File: src/common/hpc_pkg.sv
// Package: offsets, field layouts and reset values of the hub port configuration bank
package hpc_pkg;
	localparam int          HPC_AW            = 8;
	localparam int          HPC_DW            = 8;
	localparam logic [7:0]  HPC_OFS_CHARGE    = 8'hd0;
	localparam logic [7:0]  HPC_OFS_UP_BOOST  = 8'hf6;
	localparam logic [7:0]  HPC_OFS_DN_BOOST  = 8'hf8;
	localparam logic [7:0]  HPC_OFS_SWAP      = 8'hfa;
	localparam logic [7:0]  HPC_OFS_REMAP     = 8'hfb;
	localparam logic [7:0]  HPC_OFS_STATCMD   = 8'hff;
	localparam logic [7:0]  HPC_RST_BYTE      = 8'h00;
	localparam logic [7:0]  HPC_MASK_CHARGE   = 8'h06;
	localparam logic [7:0]  HPC_MASK_UP_BOOST = 8'h03;
	localparam logic [7:0]  HPC_MASK_DN_BOOST = 8'h0f;
	localparam logic [7:0]  HPC_MASK_SWAP     = 8'h07;
	localparam logic [7:0]  HPC_MASK_REMAP    = 8'hff;
	localparam int          HPC_BIT_CHG_P1    = 1;
	localparam int          HPC_BIT_CHG_P2    = 2;
	localparam int          HPC_BIT_SWP_UP    = 0;
	localparam int          HPC_BIT_SWP_P1    = 1;
	localparam int          HPC_BIT_SWP_P2    = 2;
	localparam int          HPC_BIT_ATTACH    = 0;
	localparam int          HPC_BIT_SOFT_RST  = 1;
	localparam int          HPC_BIT_SLEEP     = 2;
	localparam int          HPC_BOOST_W       = 2;
	localparam int          HPC_BOOST_P1_LSB  = 0;
	localparam int          HPC_BOOST_P2_LSB  = 2;
	localparam logic [1:0]  HPC_BOOST_NORMAL  = 2'h0;
endpackage

File: src/hpc_regs.sv
// Hub port configuration and status/command register bank
`timescale 1ns/100ps
module hpc_regs (
	input  wire logic                       clk,                  // Core clock, 10 MHz
	input  wire logic                       nrst,                 // External reset pin, active low
	input  wire logic                       wr_en,                // Register write strobe
	input  wire logic                       rd_en,                // Register read strobe
	input  wire logic [hpc_pkg::HPC_AW-1:0] addr,                 // Register offset
	input  wire logic [hpc_pkg::HPC_DW-1:0] wdata,                // Write data
	input  wire logic                       xfer_ack_done,        // Acknowledge of current transfer completed
	input  wire logic [2:0]                 pos_line,             // Logical D+ drive, upstream/port1/port2
	input  wire logic [2:0]                 neg_line,             // Logical D- drive, upstream/port1/port2
	output logic      [hpc_pkg::HPC_DW-1:0] rdata,                // Read data, registered
	output logic      [1:0]                 charge_port_enable,   // Charging enable, port 2 then port 1
	output logic      [1:0]                 upstream_drive_boost, // Upstream boost code
	output logic      [1:0]                 port1_drive_boost,    // Port 1 boost code
	output logic      [1:0]                 port2_drive_boost,    // Port 2 boost code
	output logic      [7:0]                 port_remap_ctrl,      // Remap control byte
	output logic                            usb_attach,           // Attach request toward upstream host
	output logic                            host_interface_sleep, // Host interface powered down
	output logic                            cfg_reset_pulse,      // Soft reset in progress
	output logic      [2:0]                 positive_line_pin,    // Physical positive pins, registered
	output logic      [2:0]                 negative_line_pin     // Physical negative pins, registered
);
	import hpc_pkg::*;

	////////////////////////////////////////////////////////////////////////
	logic       rst_meta_ff, rst_sync_ff;
	logic       rst_n;
	logic [7:0] charge_ff, up_boost_ff, dn_boost_ff, swap_ff, remap_ff;
	logic       attach_ff, sleep_req_ff, sleep_ff, soft_rst_ff;
	logic [7:0] rdata_ff;
	logic [2:0] pos_pin_ff, neg_pin_ff;
	logic [2:0] pos_mux, neg_mux;

	// Reset pin released through two flops
	always_ff @(posedge clk or negedge nrst) begin
		if (!nrst) begin
			rst_meta_ff <= 1'b0;
			rst_sync_ff <= 1'b0;
		end else begin
			rst_meta_ff <= 1'b1;
			rst_sync_ff <= rst_meta_ff;
		end
	end
	assign rst_n = rst_sync_ff;

	////////////////////////////////////////////////////////////////////////
	// Write decode; a sleeping interface takes no further accesses
	wire bus_live    = !sleep_ff;
	wire wr_ok       = wr_en && bus_live;
	wire wr_cfg      = wr_ok && !attach_ff;
	wire wr_charge   = wr_cfg && (addr == HPC_OFS_CHARGE);
	wire wr_up_boost = wr_cfg && (addr == HPC_OFS_UP_BOOST);
	wire wr_dn_boost = wr_cfg && (addr == HPC_OFS_DN_BOOST);
	wire wr_swap     = wr_cfg && (addr == HPC_OFS_SWAP);
	wire wr_remap    = wr_cfg && (addr == HPC_OFS_REMAP);
	// Offset ff lies outside the protected range, so attach never locks it
	wire wr_stat     = wr_ok && (addr == HPC_OFS_STATCMD);
	wire soft_rst    = wr_stat && wdata[HPC_BIT_SOFT_RST];
	wire [7:0] nxt_charge   = wdata & HPC_MASK_CHARGE;
	wire [7:0] nxt_up_boost = wdata & HPC_MASK_UP_BOOST;
	wire [7:0] nxt_dn_boost = wdata & HPC_MASK_DN_BOOST;
	wire [7:0] nxt_swap     = wdata & HPC_MASK_SWAP;
	wire [7:0] nxt_remap    = wdata & HPC_MASK_REMAP;

	// Configuration registers: soft reset acts like the pin
	always_ff @(posedge clk or negedge nrst) begin
		if (!nrst) begin
			charge_ff   <= HPC_RST_BYTE;
			up_boost_ff <= HPC_RST_BYTE;
			dn_boost_ff <= HPC_RST_BYTE;
			swap_ff     <= HPC_RST_BYTE;
			remap_ff    <= HPC_RST_BYTE;
		end else if (!rst_n || soft_rst_ff) begin
			charge_ff   <= HPC_RST_BYTE;
			up_boost_ff <= HPC_RST_BYTE;
			dn_boost_ff <= HPC_RST_BYTE;
			swap_ff     <= HPC_RST_BYTE;
			remap_ff    <= HPC_RST_BYTE;
		end else begin
			if (wr_charge)   charge_ff   <= nxt_charge;
			if (wr_up_boost) up_boost_ff <= nxt_up_boost;
			if (wr_dn_boost) dn_boost_ff <= nxt_dn_boost;
			if (wr_swap)     swap_ff     <= nxt_swap;
			if (wr_remap)    remap_ff    <= nxt_remap;
		end
	end

	////////////////////////////////////////////////////////////////////////
	// Status/command. Write-once bits survive a soft reset: only the pin clears them.
	wire nxt_attach    = attach_ff || (wr_stat && wdata[HPC_BIT_ATTACH]);
	wire nxt_sleep_req = sleep_req_ff || (wr_stat && wdata[HPC_BIT_SLEEP]);
	wire nxt_sleep     = sleep_ff || (sleep_req_ff && xfer_ack_done);

	always_ff @(posedge clk or negedge nrst) begin
		if (!nrst) begin
			attach_ff    <= 1'b0;
			sleep_req_ff <= 1'b0;
			sleep_ff     <= 1'b0;
			soft_rst_ff  <= 1'b0;
		end else if (!rst_n) begin
			attach_ff    <= 1'b0;
			sleep_req_ff <= 1'b0;
			sleep_ff     <= 1'b0;
			soft_rst_ff  <= 1'b0;
		end else begin
			attach_ff    <= nxt_attach;
			sleep_req_ff <= nxt_sleep_req;
			sleep_ff     <= nxt_sleep;
			soft_rst_ff  <= soft_rst;
		end
	end

	////////////////////////////////////////////////////////////////////////
	// Read mux; soft reset bit is never shown set
	wire [7:0] stat_view = {5'h00, sleep_req_ff, 1'b0, attach_ff};
	wire [7:0] rd_mux = (addr == HPC_OFS_CHARGE)   ? charge_ff   :
	                    (addr == HPC_OFS_UP_BOOST) ? up_boost_ff :
	                    (addr == HPC_OFS_DN_BOOST) ? dn_boost_ff :
	                    (addr == HPC_OFS_SWAP)     ? swap_ff     :
	                    (addr == HPC_OFS_REMAP)    ? remap_ff    :
	                    (addr == HPC_OFS_STATCMD)  ? stat_view   : 8'h00;
	// Offsets that answer a read; any other offset reads as zero
	wire addr_hit = (addr == HPC_OFS_CHARGE)   || (addr == HPC_OFS_UP_BOOST) ||
	                (addr == HPC_OFS_DN_BOOST) || (addr == HPC_OFS_SWAP)     ||
	                (addr == HPC_OFS_REMAP)    || (addr == HPC_OFS_STATCMD);

	always_ff @(posedge clk or negedge nrst) begin
		if (!nrst) begin
			rdata_ff <= HPC_RST_BYTE;
		end else if (rd_en && bus_live) begin
			rdata_ff <= rd_mux;
		end
	end

	////////////////////////////////////////////////////////////////////////
	// Pin swap, registered so outputs come from flops
	hpc_line_swap #(
		.N(3)
	) u_swap (
		.swap              (swap_ff[2:0]),
		.pos_line          (pos_line),
		.neg_line          (neg_line),
		.positive_line_pin (pos_mux),
		.negative_line_pin (neg_mux)
	);

	always_ff @(posedge clk or negedge nrst) begin
		if (!nrst) begin
			pos_pin_ff <= 3'h0;
			neg_pin_ff <= 3'h0;
		end else begin
			pos_pin_ff <= pos_mux;
			neg_pin_ff <= neg_mux;
		end
	end

	assign rdata                = rdata_ff;
	assign charge_port_enable   = {charge_ff[HPC_BIT_CHG_P2], charge_ff[HPC_BIT_CHG_P1]};
	assign upstream_drive_boost = up_boost_ff[HPC_BOOST_W-1:0];
	assign port1_drive_boost    = dn_boost_ff[HPC_BOOST_P1_LSB +: HPC_BOOST_W];
	assign port2_drive_boost    = dn_boost_ff[HPC_BOOST_P2_LSB +: HPC_BOOST_W];
	assign port_remap_ctrl      = remap_ff;
	assign usb_attach           = attach_ff;
	assign host_interface_sleep = sleep_ff;
	assign cfg_reset_pulse      = soft_rst_ff;
	assign positive_line_pin    = pos_pin_ff;
	assign negative_line_pin    = neg_pin_ff;
endmodule // hpc_regs

File: src/hpc_line_swap.sv
// Per-port line swap mux between logical D+/D- and the physical pins
`timescale 1ns/100ps
module hpc_line_swap #(
	parameter int N = 3
) (
	input  wire logic [N-1:0] swap,                // Per-port swap enable
	input  wire logic [N-1:0] pos_line,            // Logical positive line drive
	input  wire logic [N-1:0] neg_line,            // Logical negative line drive
	output logic      [N-1:0] positive_line_pin,   // Physical positive pin
	output logic      [N-1:0] negative_line_pin    // Physical negative pin
);
	genvar g;
	generate
		for (g = 0; g < N; g++) begin : g_port
			assign positive_line_pin[g] = swap[g] ? neg_line[g] : pos_line[g];
			assign negative_line_pin[g] = swap[g] ? pos_line[g] : neg_line[g];
		end
	endgenerate
endmodule // hpc_line_swap

File: config.mk
export PLATFORM = sky130hd
export DESIGN_NAME = hpc_regs
export DESIGN_NICKNAME = d
export VERILOG_FILES = /design/src/common/hpc_pkg.sv /design/src/hpc_regs.sv /design/src/hpc_line_swap.sv
export SDC_FILE = /design/constraint.sdc
export NUM_CORES = 1
export LEC_CHECK = 0
export BUFFER_PORTS_ARGS = -buffer_cell sky130_fd_sc_hd__buf_2
export CAP_MARGIN = 20
export CORE_MARGIN = 3
export CORE_UTILIZATION = 31
export DETAILED_ROUTE_END_ITERATION = 12
export SETUP_SLACK_MARGIN = 0.1
export SYNTH_ARGS = -nofsm -noshare
export SYNTH_HDL_FRONTEND = slang
export SYNTH_SLANG_ARGS = --single-unit
File: constraint.sdc
create_clock -name clk -period 3.3 [get_ports clk]
set_input_delay 0.33 -clock clk [delete_from_list [all_inputs] [get_ports clk]]
set_output_delay 0.33 -clock clk [all_outputs]
set_load 0.01 [all_outputs]
After elaboration in Yosys (flattened, before gate mapping)
Cells that the tools add are included.
{ "word_totals": {"ff_bits": 60} }
{ "classes": {"n_eq_ne": 6, "muxes": 26, "reduce_logical": 25} }
{ "ops": {"columns": ["operator", "count"], "rows": [
  ["8-bit 2-to-1 mux", 15],
  ["8-bit == test, second input constant", 6],
  ["1-bit logical AND", 13],
  ["1-bit 2-to-1 mux", 10],
  ["2-bit nonzero test", 5],
  ["1-bit logical OR", 4],
  ["1-bit zero test", 3],
  ["3-bit 2-to-1 mux", 1]
]} }

Depth between registers and ports, before layout
{ "depth": {"word_depth": 7, "mapped_depth": 5, "depth_no_buf": 4} }

Hierarchy
Synthesis repeated with hierarchy kept, for this count alone.
{ "hier_totals": {"cells_unflattened": 152, "hier_area_um2": 1789.2} }
{ "by_module_without_submodules": {"columns": ["mod", "n_inst", "cells_per_inst", "area_each_um2", "seq_area_each_um2"], "rows": [
  ["hpc_regs", 1, 146, 1714.1, 975.9],
  ["hpc_line_swap", 1, 6, 75.1, 0.0]
]} }

Worst setup path before layout
No wires, ideal clock.
{ "synth_timing": {"path_type": "register to register", "startpoint": "register attach_ff (netlist: usb_attach)", "endpoint": "register swap_ff[0]", "setup_time_ps": 132, "t_arrival_ps": 1476, "path_slack_ps": 1692, "stages_incl_launch_ff": 5, "path_cell_list": "dfrtp_1 > or3b_4 > nor4_4 > mux2i_1 > nor2_1"} }
{ "synth_between": {"elab_chain_cells": 4} }
{ "synth_rtl": {"columns": ["element", "line", "text"], "rows": [
  ["start, declared", "hpc_regs.sv:31", "logic attach_ff, sleep_req_ff, sleep_ff, soft_rst_ff;"],
  ["start signal, assigned", "hpc_regs.sv:108", "attach_ff <= nxt_attach;"],
  ["1-bit zero test", "hpc_regs.sv:52", "wire wr_cfg = wr_ok && !attach_ff;"],
  ["1-bit logical AND", "hpc_regs.sv:52", null],
  ["1-bit logical AND", "hpc_regs.sv:56", "wire wr_swap = wr_cfg && (addr == HPC_OFS_SWAP);"],
  ["2-bit nonzero test (no line)", null, null],
  ["end signal, assigned", "hpc_regs.sv:85", "if (wr_swap) swap_ff <= nxt_swap;"],
  ["end, declared", "hpc_regs.sv:30", "logic [7:0] charge_ff, up_boost_ff, dn_boost_ff, swap_ff, remap_ff;"]
]} }
No other way between the ends.
A chain may end at the register's enable or synchronous reset.

Final worst setup path
{ "layout_timing": {"startpoint": "register sleep_ff (netlist: host_interface_sleep)", "endpoint": "register remap_ff[3] (netlist: port_remap_ctrl[3])"} }
{ "layout_between": {"elab_chain_cells": 5} }
{ "layout_rtl": {"columns": ["element", "line", "text"], "rows": [
  ["start, declared", "hpc_regs.sv:31", null],
  ["start signal, assigned", "hpc_regs.sv:110", "sleep_ff <= nxt_sleep;"],
  ["1-bit zero test", "hpc_regs.sv:50", "wire bus_live = !sleep_ff;"],
  ["1-bit logical AND", "hpc_regs.sv:51", "wire wr_ok = wr_en && bus_live;"],
  ["1-bit logical AND", "hpc_regs.sv:52", null],
  ["1-bit logical AND", "hpc_regs.sv:57", "wire wr_remap = wr_cfg && (addr == HPC_OFS_REMAP);"],
  ["2-bit nonzero test (no line)", null, null],
  ["end signal, assigned", "hpc_regs.sv:86", "if (wr_remap) remap_ff <= nxt_remap;"],
  ["end, declared", "hpc_regs.sv:30", null]
]} }
No other way between the ends.

==> results.ini <==
[clock_network]
cts_tree=yes
clk_latency_ps=290
post_cts_buffers=0
htree_levels=2
clkTransAtPathRegs_ps=70
cts_root_buf=clkbuf_8
post_cts_resized=0
cts_made_buffers=5
cts_hold_buffers=0
cts.sinks=39
cts.path.max_buffers=2

[placement]
place_area_sq_um=2190
place_congestion=0.827
dp_hpwl_mm=3.47
portBuffers=59

[detailed_routing]
via_per_inst=5.06
ant_nets=0
wl_per_cell_um=16.0
wl_mm=4.62
dr.pass1.iters=4
drtIter0Drc=114
route.vias.total=1461
drc=0

[finish]
design_area_sq_um=2300
nNetsFinal=243
syn_to_final_growth_pct=26.0
antenna-diode-count=0
drive_gt1_share_pct=37.3

[yosys]
synth_commonest_cells=39 x dfrtp_1, 17 x nor2_1, 13 x mux2i_1, 12 x a22o_1, 7 x mux2_2
syn_nets=183
synth-seq-cells=39
synth_area_sq_um=1830
synth_cell_types=41
yosysTopAreaCell=dfrtp_1
yosys_warnings=0
synth_top_area_share_pct=53.4
synthArstFlopShare_pct=100
avgSynthCellArea_sq_um=11.7
synth.area.top_cells=dfrtp_1 53%, mux2i_1 7.1%, a22o_1 5.7%, mux2_2 4.3%, nor2_1 3.5%
synth_cells=156
yosysMostFrequentCell=dfrtp_1
yosys_most_used_dff=dfrtp_1
yosysSeqAreaShare_pct=53.4
synth-edff-count=0

[floorplan]
die_area_sq_um=6850
rows=27
core_sq_um=5610
die_y_um=82.8
die_w_um=82.8
io_pins=60
initial_utilization_pct=32.6

[grt]
antenna_found_initial=0
grt_pass1_wl_mm=7.10
track_usage_pct=14.3
grt_pass1_vias=1343
grt.overflow.total=0
grt_max_degree=40

[power]
ir_drop_mv=0.183
power_density_nw_per_um2=425
static-leakage-power_nw=1.14

[outcome]
status=completed

[timing]
rsz0062_at_grt=no
worst_hold_slack_ps=150
finalHoldViolations=0
timing.slew.headroom_pct=42.1
final-setup-viol-count=0
fin_crit_sh_pct=54.5
fin_tns_setup_ps=0
slew_viol_final=0
max_freq_ghz=0.556
worst_pin_slew_ps=868
finalClockSkew_ps=4.56
timing.final.crit_period_ps=1800

[worst_setup_path]
critPathLaunchType=register
path_cells=nor3b_1, a41oi_1, a22o_1
critPathMaxStageDelay_ps=450
path_class=register to register
crit_slowest_cell=dfrtp_1
cp_num_buf_inv=0
endpoint_kind=register
arrival_ps=1980
cp.required_ps=3480
cp_max_fo=8
cp_top_family=compound AO/OA/AOI/OAI gates

[min_path]
min_path_type=input pin to async pin

[job]
drv_cap=0

==> metrics by stage <==
stage	util, %	setup slack (ps)	cells	power, W
after floorplan	-	1690	156	0.000538
after global placement	39.0	1540	281	0.000581
after detailed placement	39.0	1490	281	0.000582
after CTS	41.1	1480	289	0.000998
after global routing	41.1	1300	289	0.00103
final	41.1	1500	289	0.000980
==> registers in the layout, summed over array words and instances (netlist names), 2 cells and up <==
register and flops:
dn_boost_ff 4, charge_ff 2, port_remap_ctrl 8, negative_line_pin 3, up_boost_ff 2, positive_line_pin 3
rdata 8, swap_ff 3
==> cells in the final DEF (no fill, tap or decap), drive strengths merged, types with 5 or more instances in the layout <==
cell	n
buf	59
mux2	7
nand2b	5
nand2	5
a22o	12
mux2i	13
nor2	17
nand4	5
clkbuf	6
dfrtp	39
==> report_power, final <==
part	switching (W)	internal, W
registers	0.00000263	0.000485
clock network	0.000164	0.000245
logic	0.0000538	0.0000300
==> cell families after synthesis <==
kind of cell / Yosys count / share of synthesized area [%]
other: 1 / 0.205
and+or+nand+nor: 56 / 19.6
AOI/OAI and AO/OA: 32 / 13.5
buffers and inverters: 8 / 1.92
muxes: 20 / 11.4
DFF: 39 / 53.4
==> worst register-to-register path: cells and delay by family, from the launching register on <==
| kind | cells | cell delay [ps] |
|---|---|---|
| AOI/OAI and AO/OA | 2 | 780 |
| and+or+nand+nor | 1 | 450 |
| DFF | 1 | 450 |
==> layout make-up <==
class	count	area, sq um
fillers	580	3300
flip-flops and latches	39	976
multi-input cells	109	817
repair buffers	59	295
well taps	72	90.1
clock buffers	6	82.6
clock inverters	2	35.0
inverters	2	7.51
==> per-layer routing <==
layer	track usage [%]	vias to the layer above	part of all wire, %
met2	19.8	49	44
met4	5.39	0	1.3
met1	20.8	704	47
met3	4.32	5	7.4
li1	-	703	-
met5	0	-	0
==> path summary, 6_finish.rpt <==
| kind | start | end | slack (ps) | cells after the start |
|---|---|---|---|---|
| hold reg to reg | rst_meta_ff | rst_n | 350 | 0 |
| setup reg to reg | host_interface_sleep | port_remap_ctrl[3] | 1500 | 3 |
| setup / recovery | host_interface_sleep | port_remap_ctrl[3] | 1500 | 3 |
| hold / removal | nrst | rdata[2] | 150 | 1 |
| min in group clk | wdata[4] | port_remap_ctrl[4] | 250 | 2 |
| max in group asynchronous | nrst | positive_line_pin[2] | 2600 | 1 |
No activity file was read; power rests on OpenSTA's default activity.
